## config.mk

```make
export PLATFORM = sky130hd
export DESIGN_NAME = uir_regs
export DESIGN_NICKNAME = d
export VERILOG_FILES = /design/src/common/uir_pkg.sv /design/src/uir_regs.sv
export SDC_FILE = /design/constraint.sdc
export NUM_CORES = 1
export LEC_CHECK = 0
export BUFFER_PORTS_ARGS = -buffer_cell sky130_fd_sc_hd__buf_4
export CAP_MARGIN = 20
export CELL_PAD_IN_SITES_DETAIL_PLACEMENT = 0
export CELL_PAD_IN_SITES_GLOBAL_PLACEMENT = 1
export CORE_MARGIN = 5
export CORE_UTILIZATION = 30
export DETAILED_ROUTE_END_ITERATION = 12
export PLACE_DENSITY = 0.7
export SETUP_SLACK_MARGIN = 0.2
export SYNTH_ARGS = -nofsm -noshare
export SYNTH_HDL_FRONTEND = slang
export SYNTH_SLANG_ARGS = --single-unit
```

## constraint.sdc

```tcl
create_clock -name i_mclk -period 2.1 [get_ports i_mclk]
set_input_delay 0.42 -clock i_mclk [delete_from_list [all_inputs] [get_ports i_mclk]]
set_output_delay 0.42 -clock i_mclk [all_outputs]
set_load 0.01 [all_outputs]
```

## src/common/uir_pkg.sv

```systemverilog
package uir_pkg;
  localparam int unsigned N_EP = 6;

  // Register byte addresses
  localparam logic [7:0] OFS_ENABLE  = 8'h10;
  localparam logic [7:0] OFS_DISABLE = 8'h14;
  localparam logic [7:0] OFS_MASK    = 8'h18;
  localparam logic [7:0] OFS_STATUS  = 8'h1c;
  localparam logic [7:0] OFS_CLEAR   = 8'h20;
  localparam logic [7:0] OFS_BUSCTL  = 8'h24;

  // Field positions
  localparam int unsigned BIT_SUSPEND = 8;
  localparam int unsigned BIT_RESUME  = 9;
  localparam int unsigned BIT_SOF     = 11;
  localparam int unsigned BIT_BUSRST  = 12;
  localparam int unsigned BIT_WAKEUP  = 13;

  // Bits that the enable registers may touch: endpoints, 8, 9, 11, 13
  localparam logic [31:0] ENABLE_BITS = 32'h0000_2b3f;
  // Bits that the clear register may touch: 8, 9, 11, 12, 13
  localparam logic [31:0] CLEAR_BITS  = 32'h0000_3b00;
  // Resume enabled from reset
  localparam logic [31:0] ENABLE_RST  = 32'h0000_0200;
  localparam logic [31:0] UNMASKABLE  = 32'h0000_1000;
  localparam logic [31:0] ZERO_WORD   = 32'h0000_0000;

  // Suspend detection: 3 ms idle
  localparam int unsigned CLK_MHZ        = 100;
  localparam int unsigned IDLE_SUSPEND_US = 3000;
  localparam int unsigned IDLE_CYCLES    = IDLE_SUSPEND_US * CLK_MHZ;

  // Per-endpoint transaction flags
  typedef struct packed {
    logic setup_received;
    logic rx_bank0_full;
    logic rx_bank1_full;
    logic tx_complete;
    logic stall_acknowledged;
  } uir_ep_flags_type;

  // Bus events from the USB engine: activity is a level, the others last one cycle
  typedef struct packed {
    logic activity;
    logic resume_seen;
    logic sof_token;
    logic bus_reset_end;
    logic bus_reset_seen;
  } uir_bus_events_type;
endpackage

```

## src/uir_regs.sv

```systemverilog
`timescale 1ns/1ps
// How it works
// - Disable write with bit 0..5 set clears that endpoint enable; zeros ignored.
// - Disable write bits 8, 9, 11, 13 clear the matching bus-event enable.
// - Mask register reads 1 for each enabled interrupt, 0 for disabled.
// - Mask bit 12 (bus reset done) always reads 1.
// - Resume enable is set after reset.
// - Endpoint status is high while any of its five flags is set.
// - Endpoint status clears only via its control/status flags, not the clear register.
// - 3 ms without bus activity sets suspend status and enters suspend.
// - Detected resume signalling sets resume status.
// - Resume or reset from host sets wakeup status until cleared.
// - Each SOF token sets start-of-frame status.
// - End of bus reset sets bus-reset-done status.
// - Clear write with ones clears bus-event status bits; zeros ignored.
// - Enable write with ones sets the matching enables; zeros ignored.
module uir_regs
  import uir_pkg::*;
#(
  parameter int unsigned IDLE_LIMIT = IDLE_CYCLES
) (
  input  wire logic                         i_mclk,
  input  wire logic                         i_rst_n,
  input  wire logic                         i_psel,
  input  wire logic                         i_penable,
  input  wire logic                         i_pwrite,
  input  wire logic [7:0]                   i_paddr,
  input  wire logic [31:0]                  i_pwdata,
  output logic      [31:0]                  o_prdata,
  output logic                              o_pready,
  output logic                              o_pslverr,
  input  wire uir_pkg::uir_ep_flags_type [5:0] i_ep_flags,
  input  wire uir_pkg::uir_bus_events_type  i_bus_events,
  output logic                              o_suspended,
  output logic                              o_irq
);
  import uir_pkg::*;

  typedef enum logic [1:0] {
    ST_ACTIVE  = 2'b00,
    ST_IDLE    = 2'b01,
    ST_SUSPEND = 2'b11
  } uir_state_type;

  // Bus decode
  logic            wr_access;
  logic            rd_setup;
  logic            any_access;
  logic            addr_ok;
  logic            enable_wr;
  logic            disable_wr;
  logic            clear_wr;
  logic [31:0]     en_set;
  logic [31:0]     en_clr;
  logic [31:0]     st_clr;

  // Enables
  logic [N_EP-1:0] ep_enable;
  logic            suspend_enable;
  logic            resume_enable;
  logic            frame_start_enable;
  logic            wakeup_enable;

  // Status
  logic [N_EP-1:0] ep_pending;
  logic            suspend_irq;
  logic            resume_irq;
  logic            frame_start_irq;
  logic            bus_reset_done_irq;
  logic            wakeup_irq;
  logic [31:0]     status;
  logic [31:0]     mask;
  logic [31:0]     ctl_word;
  logic [31:0]     next_prdata;

  // Suspend detection
  logic [31:0]     idle_count;
  logic [31:0]     next_idle_count;
  logic            idle_done;
  uir_state_type   state;
  uir_state_type   next_state;

  function automatic logic reg_hit(input logic access, input logic [7:0] addr,
                                   input logic [7:0] ofs);
    reg_hit = access && (addr == ofs);
  endfunction

  function automatic logic known_addr(input logic [7:0] addr);
    known_addr = (addr == OFS_ENABLE) ||
                 (addr == OFS_DISABLE) ||
                 (addr == OFS_MASK) ||
                 (addr == OFS_STATUS) ||
                 (addr == OFS_CLEAR) ||
                 (addr == OFS_BUSCTL);
  endfunction

  // Set wins, so an event landing on its clear cycle is not lost; for enables
  // set and clear sit at different addresses and never meet
  function automatic logic set_clr_next(input logic held, input logic set_now,
                                        input logic clr_now);
    set_clr_next = set_now || (held && !clr_now);
  endfunction

  function automatic logic any_flag(input uir_ep_flags_type flags);
    any_flag = flags.setup_received ||
               flags.rx_bank0_full ||
               flags.rx_bank1_full ||
               flags.tx_complete ||
               flags.stall_acknowledged;
  endfunction

  function automatic logic [31:0] read_word(input logic [7:0]  addr,
                                            input logic [31:0] mask_word,
                                            input logic [31:0] status_word,
                                            input logic [31:0] ctl);
    case (addr)
      OFS_MASK: begin
        read_word = mask_word;
      end
      OFS_STATUS: begin
        read_word = status_word;
      end
      OFS_BUSCTL: begin
        read_word = ctl;
      end
      default: begin
        // Write-only and unmapped addresses read zero
        read_word = ZERO_WORD;
      end
    endcase
  endfunction

  assign any_access = i_psel && i_penable;
  assign wr_access  = any_access && i_pwrite;
  assign rd_setup   = i_psel && !i_penable && !i_pwrite;
  assign addr_ok    = known_addr(i_paddr);
  assign enable_wr  = reg_hit(wr_access, i_paddr, OFS_ENABLE);
  assign disable_wr = reg_hit(wr_access, i_paddr, OFS_DISABLE);
  assign clear_wr   = reg_hit(wr_access, i_paddr, OFS_CLEAR);

  // Zero wait states: every access phase completes at its first edge
  assign o_pready  = 1'b1;
  assign o_pslverr = any_access && !addr_ok;

  // Bits outside the writable sets never reach a flop
  assign en_set = enable_wr ? (i_pwdata & ENABLE_BITS) : ZERO_WORD;
  assign en_clr = disable_wr ? (i_pwdata & ENABLE_BITS) : ZERO_WORD;
  assign st_clr = clear_wr ? (i_pwdata & CLEAR_BITS) : ZERO_WORD;

  // Endpoint enables
  always_ff @(posedge i_mclk or negedge i_rst_n) begin
    if (!i_rst_n) begin
      ep_enable <= ENABLE_RST[N_EP-1:0];
    end else begin
      for (int i = 0; i < N_EP; i++) begin
        ep_enable[i] <= set_clr_next(ep_enable[i], en_set[i], en_clr[i]);
      end
    end
  end

  always_ff @(posedge i_mclk or negedge i_rst_n) begin
    if (!i_rst_n) begin
      suspend_enable <= ENABLE_RST[BIT_SUSPEND];
    end else begin
      suspend_enable <= set_clr_next(suspend_enable, en_set[BIT_SUSPEND],
                                     en_clr[BIT_SUSPEND]);
    end
  end

  // Resume starts enabled so a host resume is seen even after power-down
  always_ff @(posedge i_mclk or negedge i_rst_n) begin
    if (!i_rst_n) begin
      resume_enable <= ENABLE_RST[BIT_RESUME];
    end else begin
      resume_enable <= set_clr_next(resume_enable, en_set[BIT_RESUME],
                                    en_clr[BIT_RESUME]);
    end
  end

  always_ff @(posedge i_mclk or negedge i_rst_n) begin
    if (!i_rst_n) begin
      frame_start_enable <= ENABLE_RST[BIT_SOF];
    end else begin
      frame_start_enable <= set_clr_next(frame_start_enable, en_set[BIT_SOF],
                                         en_clr[BIT_SOF]);
    end
  end

  always_ff @(posedge i_mclk or negedge i_rst_n) begin
    if (!i_rst_n) begin
      wakeup_enable <= ENABLE_RST[BIT_WAKEUP];
    end else begin
      wakeup_enable <= set_clr_next(wakeup_enable, en_set[BIT_WAKEUP],
                                    en_clr[BIT_WAKEUP]);
    end
  end

  // Endpoint status follows the flags, so only clearing the flags drops it
  always_comb begin
    for (int i = 0; i < N_EP; i++) begin
      ep_pending[i] = any_flag(i_ep_flags[i]);
    end
  end

  always_ff @(posedge i_mclk or negedge i_rst_n) begin
    if (!i_rst_n) begin
      suspend_irq <= ZERO_WORD[BIT_SUSPEND];
    end else begin
      suspend_irq <= set_clr_next(suspend_irq, idle_done,
                                  st_clr[BIT_SUSPEND]);
    end
  end

  always_ff @(posedge i_mclk or negedge i_rst_n) begin
    if (!i_rst_n) begin
      resume_irq <= ZERO_WORD[BIT_RESUME];
    end else begin
      resume_irq <= set_clr_next(resume_irq, i_bus_events.resume_seen,
                                 st_clr[BIT_RESUME]);
    end
  end

  always_ff @(posedge i_mclk or negedge i_rst_n) begin
    if (!i_rst_n) begin
      frame_start_irq <= ZERO_WORD[BIT_SOF];
    end else begin
      frame_start_irq <= set_clr_next(frame_start_irq, i_bus_events.sof_token,
                                      st_clr[BIT_SOF]);
    end
  end

  always_ff @(posedge i_mclk or negedge i_rst_n) begin
    if (!i_rst_n) begin
      bus_reset_done_irq <= ZERO_WORD[BIT_BUSRST];
    end else begin
      bus_reset_done_irq <= set_clr_next(bus_reset_done_irq, i_bus_events.bus_reset_end,
                                         st_clr[BIT_BUSRST]);
    end
  end

  always_ff @(posedge i_mclk or negedge i_rst_n) begin
    if (!i_rst_n) begin
      wakeup_irq <= ZERO_WORD[BIT_WAKEUP];
    end else begin
      wakeup_irq <= set_clr_next(wakeup_irq,
                                 i_bus_events.resume_seen || i_bus_events.bus_reset_seen,
                                 st_clr[BIT_WAKEUP]);
    end
  end

  always_comb begin
    status = ZERO_WORD;
    status[N_EP-1:0] = ep_pending;
    status[BIT_SUSPEND] = suspend_irq;
    status[BIT_RESUME] = resume_irq;
    status[BIT_SOF] = frame_start_irq;
    status[BIT_BUSRST] = bus_reset_done_irq;
    status[BIT_WAKEUP] = wakeup_irq;
  end

  always_comb begin
    mask = UNMASKABLE;
    mask[N_EP-1:0] = ep_enable;
    mask[BIT_SUSPEND] = suspend_enable;
    mask[BIT_RESUME] = resume_enable;
    mask[BIT_SOF] = frame_start_enable;
    mask[BIT_WAKEUP] = wakeup_enable;
  end

  assign o_irq = |(status & mask);

  // Activity in the very last idle cycle still cancels the suspend
  assign idle_done = (state == ST_IDLE) && !i_bus_events.activity &&
                     (idle_count == IDLE_LIMIT - 1);

  always_comb begin
    if (i_bus_events.activity || (state != ST_IDLE)) begin
      next_idle_count = ZERO_WORD;
    end else begin
      next_idle_count = idle_count + 32'h0000_0001;
    end
  end

  always_ff @(posedge i_mclk or negedge i_rst_n) begin
    if (!i_rst_n) begin
      idle_count <= ZERO_WORD;
    end else begin
      idle_count <= next_idle_count;
    end
  end

  always_comb begin
    next_state = state;
    case (state)
      ST_ACTIVE: begin
        if (!i_bus_events.activity) begin
          next_state = ST_IDLE;
        end
      end
      ST_IDLE: begin
        if (i_bus_events.activity) begin
          next_state = ST_ACTIVE;
        end else if (idle_done) begin
          next_state = ST_SUSPEND;
        end
      end
      ST_SUSPEND: begin
        if (i_bus_events.activity) begin
          next_state = ST_ACTIVE;
        end
      end
      default: begin
        next_state = ST_ACTIVE;
      end
    endcase
  end

  always_ff @(posedge i_mclk or negedge i_rst_n) begin
    if (!i_rst_n) begin
      state <= ST_ACTIVE;
    end else begin
      state <= next_state;
    end
  end

  assign o_suspended = (state == ST_SUSPEND);

  assign ctl_word = {30'h0, o_suspended, o_irq};

  always_comb begin
    next_prdata = read_word(i_paddr, mask, status, ctl_word);
  end

  // Loaded in the setup cycle so the word stands through the whole access phase
  always_ff @(posedge i_mclk or negedge i_rst_n) begin
    if (!i_rst_n) begin
      o_prdata <= ZERO_WORD;
    end else if (rd_setup) begin
      o_prdata <= next_prdata;
    end
  end
endmodule

```

==> parameters.txt <==
Parameter                              Value

Outcome
  Status ... finished with violations
  Failing checks ... setup timing

Worst setup path
  CP Capture Type ... output port
  Required time at the endpoint of the critical path ... 1.68 ns
  Family of cells with the greatest summed delay on the critical path ... simple AND/OR/NAND/NOR gates
  Worst Setup Path Type ... input port to output port
  Worst path bufs/invs ... 2
  Critical path's slowest cell ... or4_1
  Delay contributed by the slowest stage of the critical path ... between 0.5 and 0.6 ns
  Crit path cell chain ... buf_4 -> or4_1 -> o21ai_1 -> nand3_1 -> or4b_4 -> buf_6
  Critical path fanouts, max ... 2
  Minimum setup slack among reg-to-reg paths ... between 0.1 and 0.15 ns
  Critical path data arrival time ... between 2 and 2.5 ns
  Crit start category ... input port

Synthesis
  Largest area contributor in the netlist ... dfrtp_1
  Most used flip-flop cell after synthesis ... dfrtp_1
  Total of flip-flops plus latches after synthesis ... 60
  Distinct cells, synth ... 47
  Sequential area share after synthesis ... between 40% and 50%
  Async S/R FF share, synth ... between 90% and 100%
  Count of flip-flops with a built-in enable after synthesis ... 0
  Share of the synthesized area in the top cell type ... 46.4%
  Number of synthesis warnings ... 0
  Post-synthesis cell count ... 346
  Post-synthesis average cell area ... slightly above 9 µm²
  Cell Area, Synth ... between 0.003 and 0.004 mm²
  Biggest area contributors in the synthesized netlist ... dfrtp_1, buf_4, nand2_1, nor2_1, a22o_1

Pwr
  Part of the total power dissipated in the clock network ... 40.4%
  Switching share of total power ... a little over a quarter
  Proportion of power drawn by flip-flops and latches ... between 50% and 60%
  Power spent charging and discharging nets ... 619 µW
  Areal power density over the cells ... ~540 mW/mm²
  Maximum vdd drop ... around 0.28 mV
  Internal power of the cells ... about 1.7 mW
  Fraction of power consumed by combinational cells ... under 10%
  Leakage power ... ~1.9 nW

Timing
  Post-route minimum period ... between 2 and 2.5 ns
  Fin crit share ... 116%
  Worst clock skew on the final layout ... about 0.013 ns
  Unrepaired setup endpoints after global routing ... yes
  Worst hold-check slack ... 0.151 ns
  Slew HR ... between 40% and 50%
  Total negative setup slack ... -0.361 ns
  Highest attainable clock frequency ... between 400 and 500 MHz
  Transition at the pin with the smallest max-transition slack ... around 0.76 ns
  Final worst setup slack ... -0.330 ns
  Number of setup violations in the final report ... 2
  Final Hold Viols ... 0
  Final Max Tran Viols ... 0

Die
  I/O pin total ... 116
  DIE HEIGHT ... around 110 µm
  Core outline area ... 0.0103 mm²
  Die Area ... about 0.013 mm²
  Row count ... 37
  Width of the chip ... around 110 µm
  Effective utilization at floorplan ... 30.8%

CTS
  Number of clock sinks seen by CTS ... 60
  CTS H-tree lvls ... 3
  Number of CTS-inserted buffers ... 9
  TritonCTS clock tree ... done
  Skew-Pair Late Insertion Delay ... 0.34 ns
  Total of hold buffers inserted after clock tree synthesis ... 0
  Clock slew at reported path FFs ... ~0.080 ns
  Clock root buffer ... clkbuf_8
  Clock buffer depth ... 2

GRT
  Global Route Usage Sum ... between 10% and 20%
  Grt total ovfl ... 0
  First-pass GRT wire length ... 13.7 mm
  Maximum number of pins on one net before global-route repair ... ~60
  Initial antenna violation count ... 0
  Via count of the first global-routing pass ... approximately 2800

Placement
  DP Wirelength ... approximately 6.3 mm
  Number of port buffers ... 72
  Area of placed instances ... between 0.003 and 0.004 mm²
  Final weighted congestion in routability-driven placement ... between 0.8 and 0.9
  Post-Place Cells ... around 570

Cells and area
  Final layout net count ... ~530
  Leading cell types in the layout, fill and taps excluded ... buf_4, dfrtp_1, nor2_1, nand2_1, conb_1
  Ratio of cells with drive above 1 in the final layout ... roughly 32%
  Final instance area ... 0.00430 mm²
  Filler-free cell count of the finished design ... 588
  Most common cell after layout, fill and taps aside ... buf_4
  Number of diodes ... 0
  Filler cell count ... around 1000
  Area growth from synthesis to layout ... 34.9%

Routing
  Antenna violation net count after detailed routing ... 0
  Total via count in the routed design ... roughly 2800
  Detail-routed net length per standard cell ... between 10 and 15 µm
  Number of vias per cell after detailed routing ... between 4 and 5
  Remaining routing DRC violations ... 0
  Starting DRC count in detailed routing ... between 100 and 150
  Drt pass-1 iters ... 4
  Final routed wirelength across all metal layers ... 8.38 mm

Hold path
  Hold WC Path Type ... input port to async pin

Flow run
  Max-cap violations ... 0
==> worst paths after layout <==
path | from | end | depth (start not counted)
setup / recovery | i_ep_flags[24] | o_irq | 6
hold / removal | i_rst_n | o_prdata[9]$_DFFE_PN0P_ | 1
setup reg to reg | suspend_enable$_DFF_PN0_ | o_prdata[0]$_DFFE_PN0P_ | 5
hold reg to reg | o_prdata[12]$_DFFE_PN0P_ | o_prdata[12]$_DFFE_PN0P_ | 2
max in group asynchronous | i_rst_n | idle_count[15]$_DFF_PN0_ | 1
min in group i_mclk | i_bus_events[4] | state[0]$_DFFE_PN0P_ | 2
==> power groups by stage <==
stage	registers (mW)	clock network, mW	logic (mW)
floorplan	1.19	0	0.0979
global placement	1.19	0	0.202
detailed placement	1.19	0	0.205
CTS	1.17	0.974	0.209
global route	1.17	1.01	0.234
finish	1.17	0.936	0.211
==> state kept, by name, summed over array words and instances (netlist names) <==
| name | flops |
|---|---|
| wakeup_irq | 1 |
| resume_irq | 1 |
| suspend_irq | 1 |
| wakeup_enable | 1 |
| state | 2 |
| frame_start_irq | 1 |
| idle_count | 32 |
| frame_start_enable | 1 |
| o_prdata | 11 |
| resume_enable | 1 |
| suspend_enable | 1 |
| bus_reset_done_irq | 1 |
| ep_enable | 6 |
==> synthesized netlist by cell type, types with 5 or more instances <==
cell type  number
dfrtp_1        59
nand2_1        42
nor2_1         38
buf_4          22
a21oi_1        16
nand3_1        14
a22o_1         13
or4_1          12
xor2_1         12
nand4_1        11
o21ai_1        10
clkbuf_1        9
nor3_1          9
o21ai_0         9
inv_1           8
or3_1           8
xnor2_1         7
nor4_1          5
o31ai_1         5
==> through the flow <==
step / utilization, % / setup slack (ns) / total power, mW
after floorplan: - / -0.0196 / 1.29
after global placement: 38.6 / -0.332 / 1.39
after detailed placement: 38.6 / -0.335 / 1.39
after CTS: 40.7 / -0.354 / 2.35
after global routing: 41.6 / -0.414 / 2.41
final: 41.6 / -0.330 / 2.31
==> cells by family (layout without fill, tap and decap cells) <==
kind of cell | Yosys count | count (layout) | synth area share [%]
AND/OR/NAND/NOR | 156 | 156 | 25.2
AO/OA/AOI/OAI | 64 | 64 | 13.1
flip-flops | 60 | 60 | 47.2
buffers and inverters | 40 | 126 | 7.31
XOR/XNOR | 19 | 19 | 5.23
multiplexers | 4 | 4 | 1.26
other | 2 | 22 | 0.236
adder cells (fa/ha/maj) | 1 | 1 | 0.393
==> final cells by class <==
cell class              instances  area, µm²  share of cell area, %
multi-input cells             266       1620                   37.7
flip-flops and latches         60       1500                   35.0
repair buffers                102        796                   18.5
well taps                     136        170                   3.96
clock buffers                   9        124                   2.88
clock inverters                 7       52.6                   1.22
inverters                       8       30.0                  0.699
==> timing repair <==
item,CTS,global route
endpoints found under the setup margin,3,20
endpoints found under the hold margin,0,0
gates resized for setup,7,19
cloned,0,0
pin swaps,5,7
setup buffers,2,3
==> per-layer routing <==
layer  vias to the layer above  GRT usage [%]  wire (µm)
met5                         -              0          0
met4                         0           3.61         82
met3                         9           3.48        566
met2                        89           22.0       4100
met1                      1326           16.9       3630
li1                       1390              -          -
(Power assumes the default switching activity.)
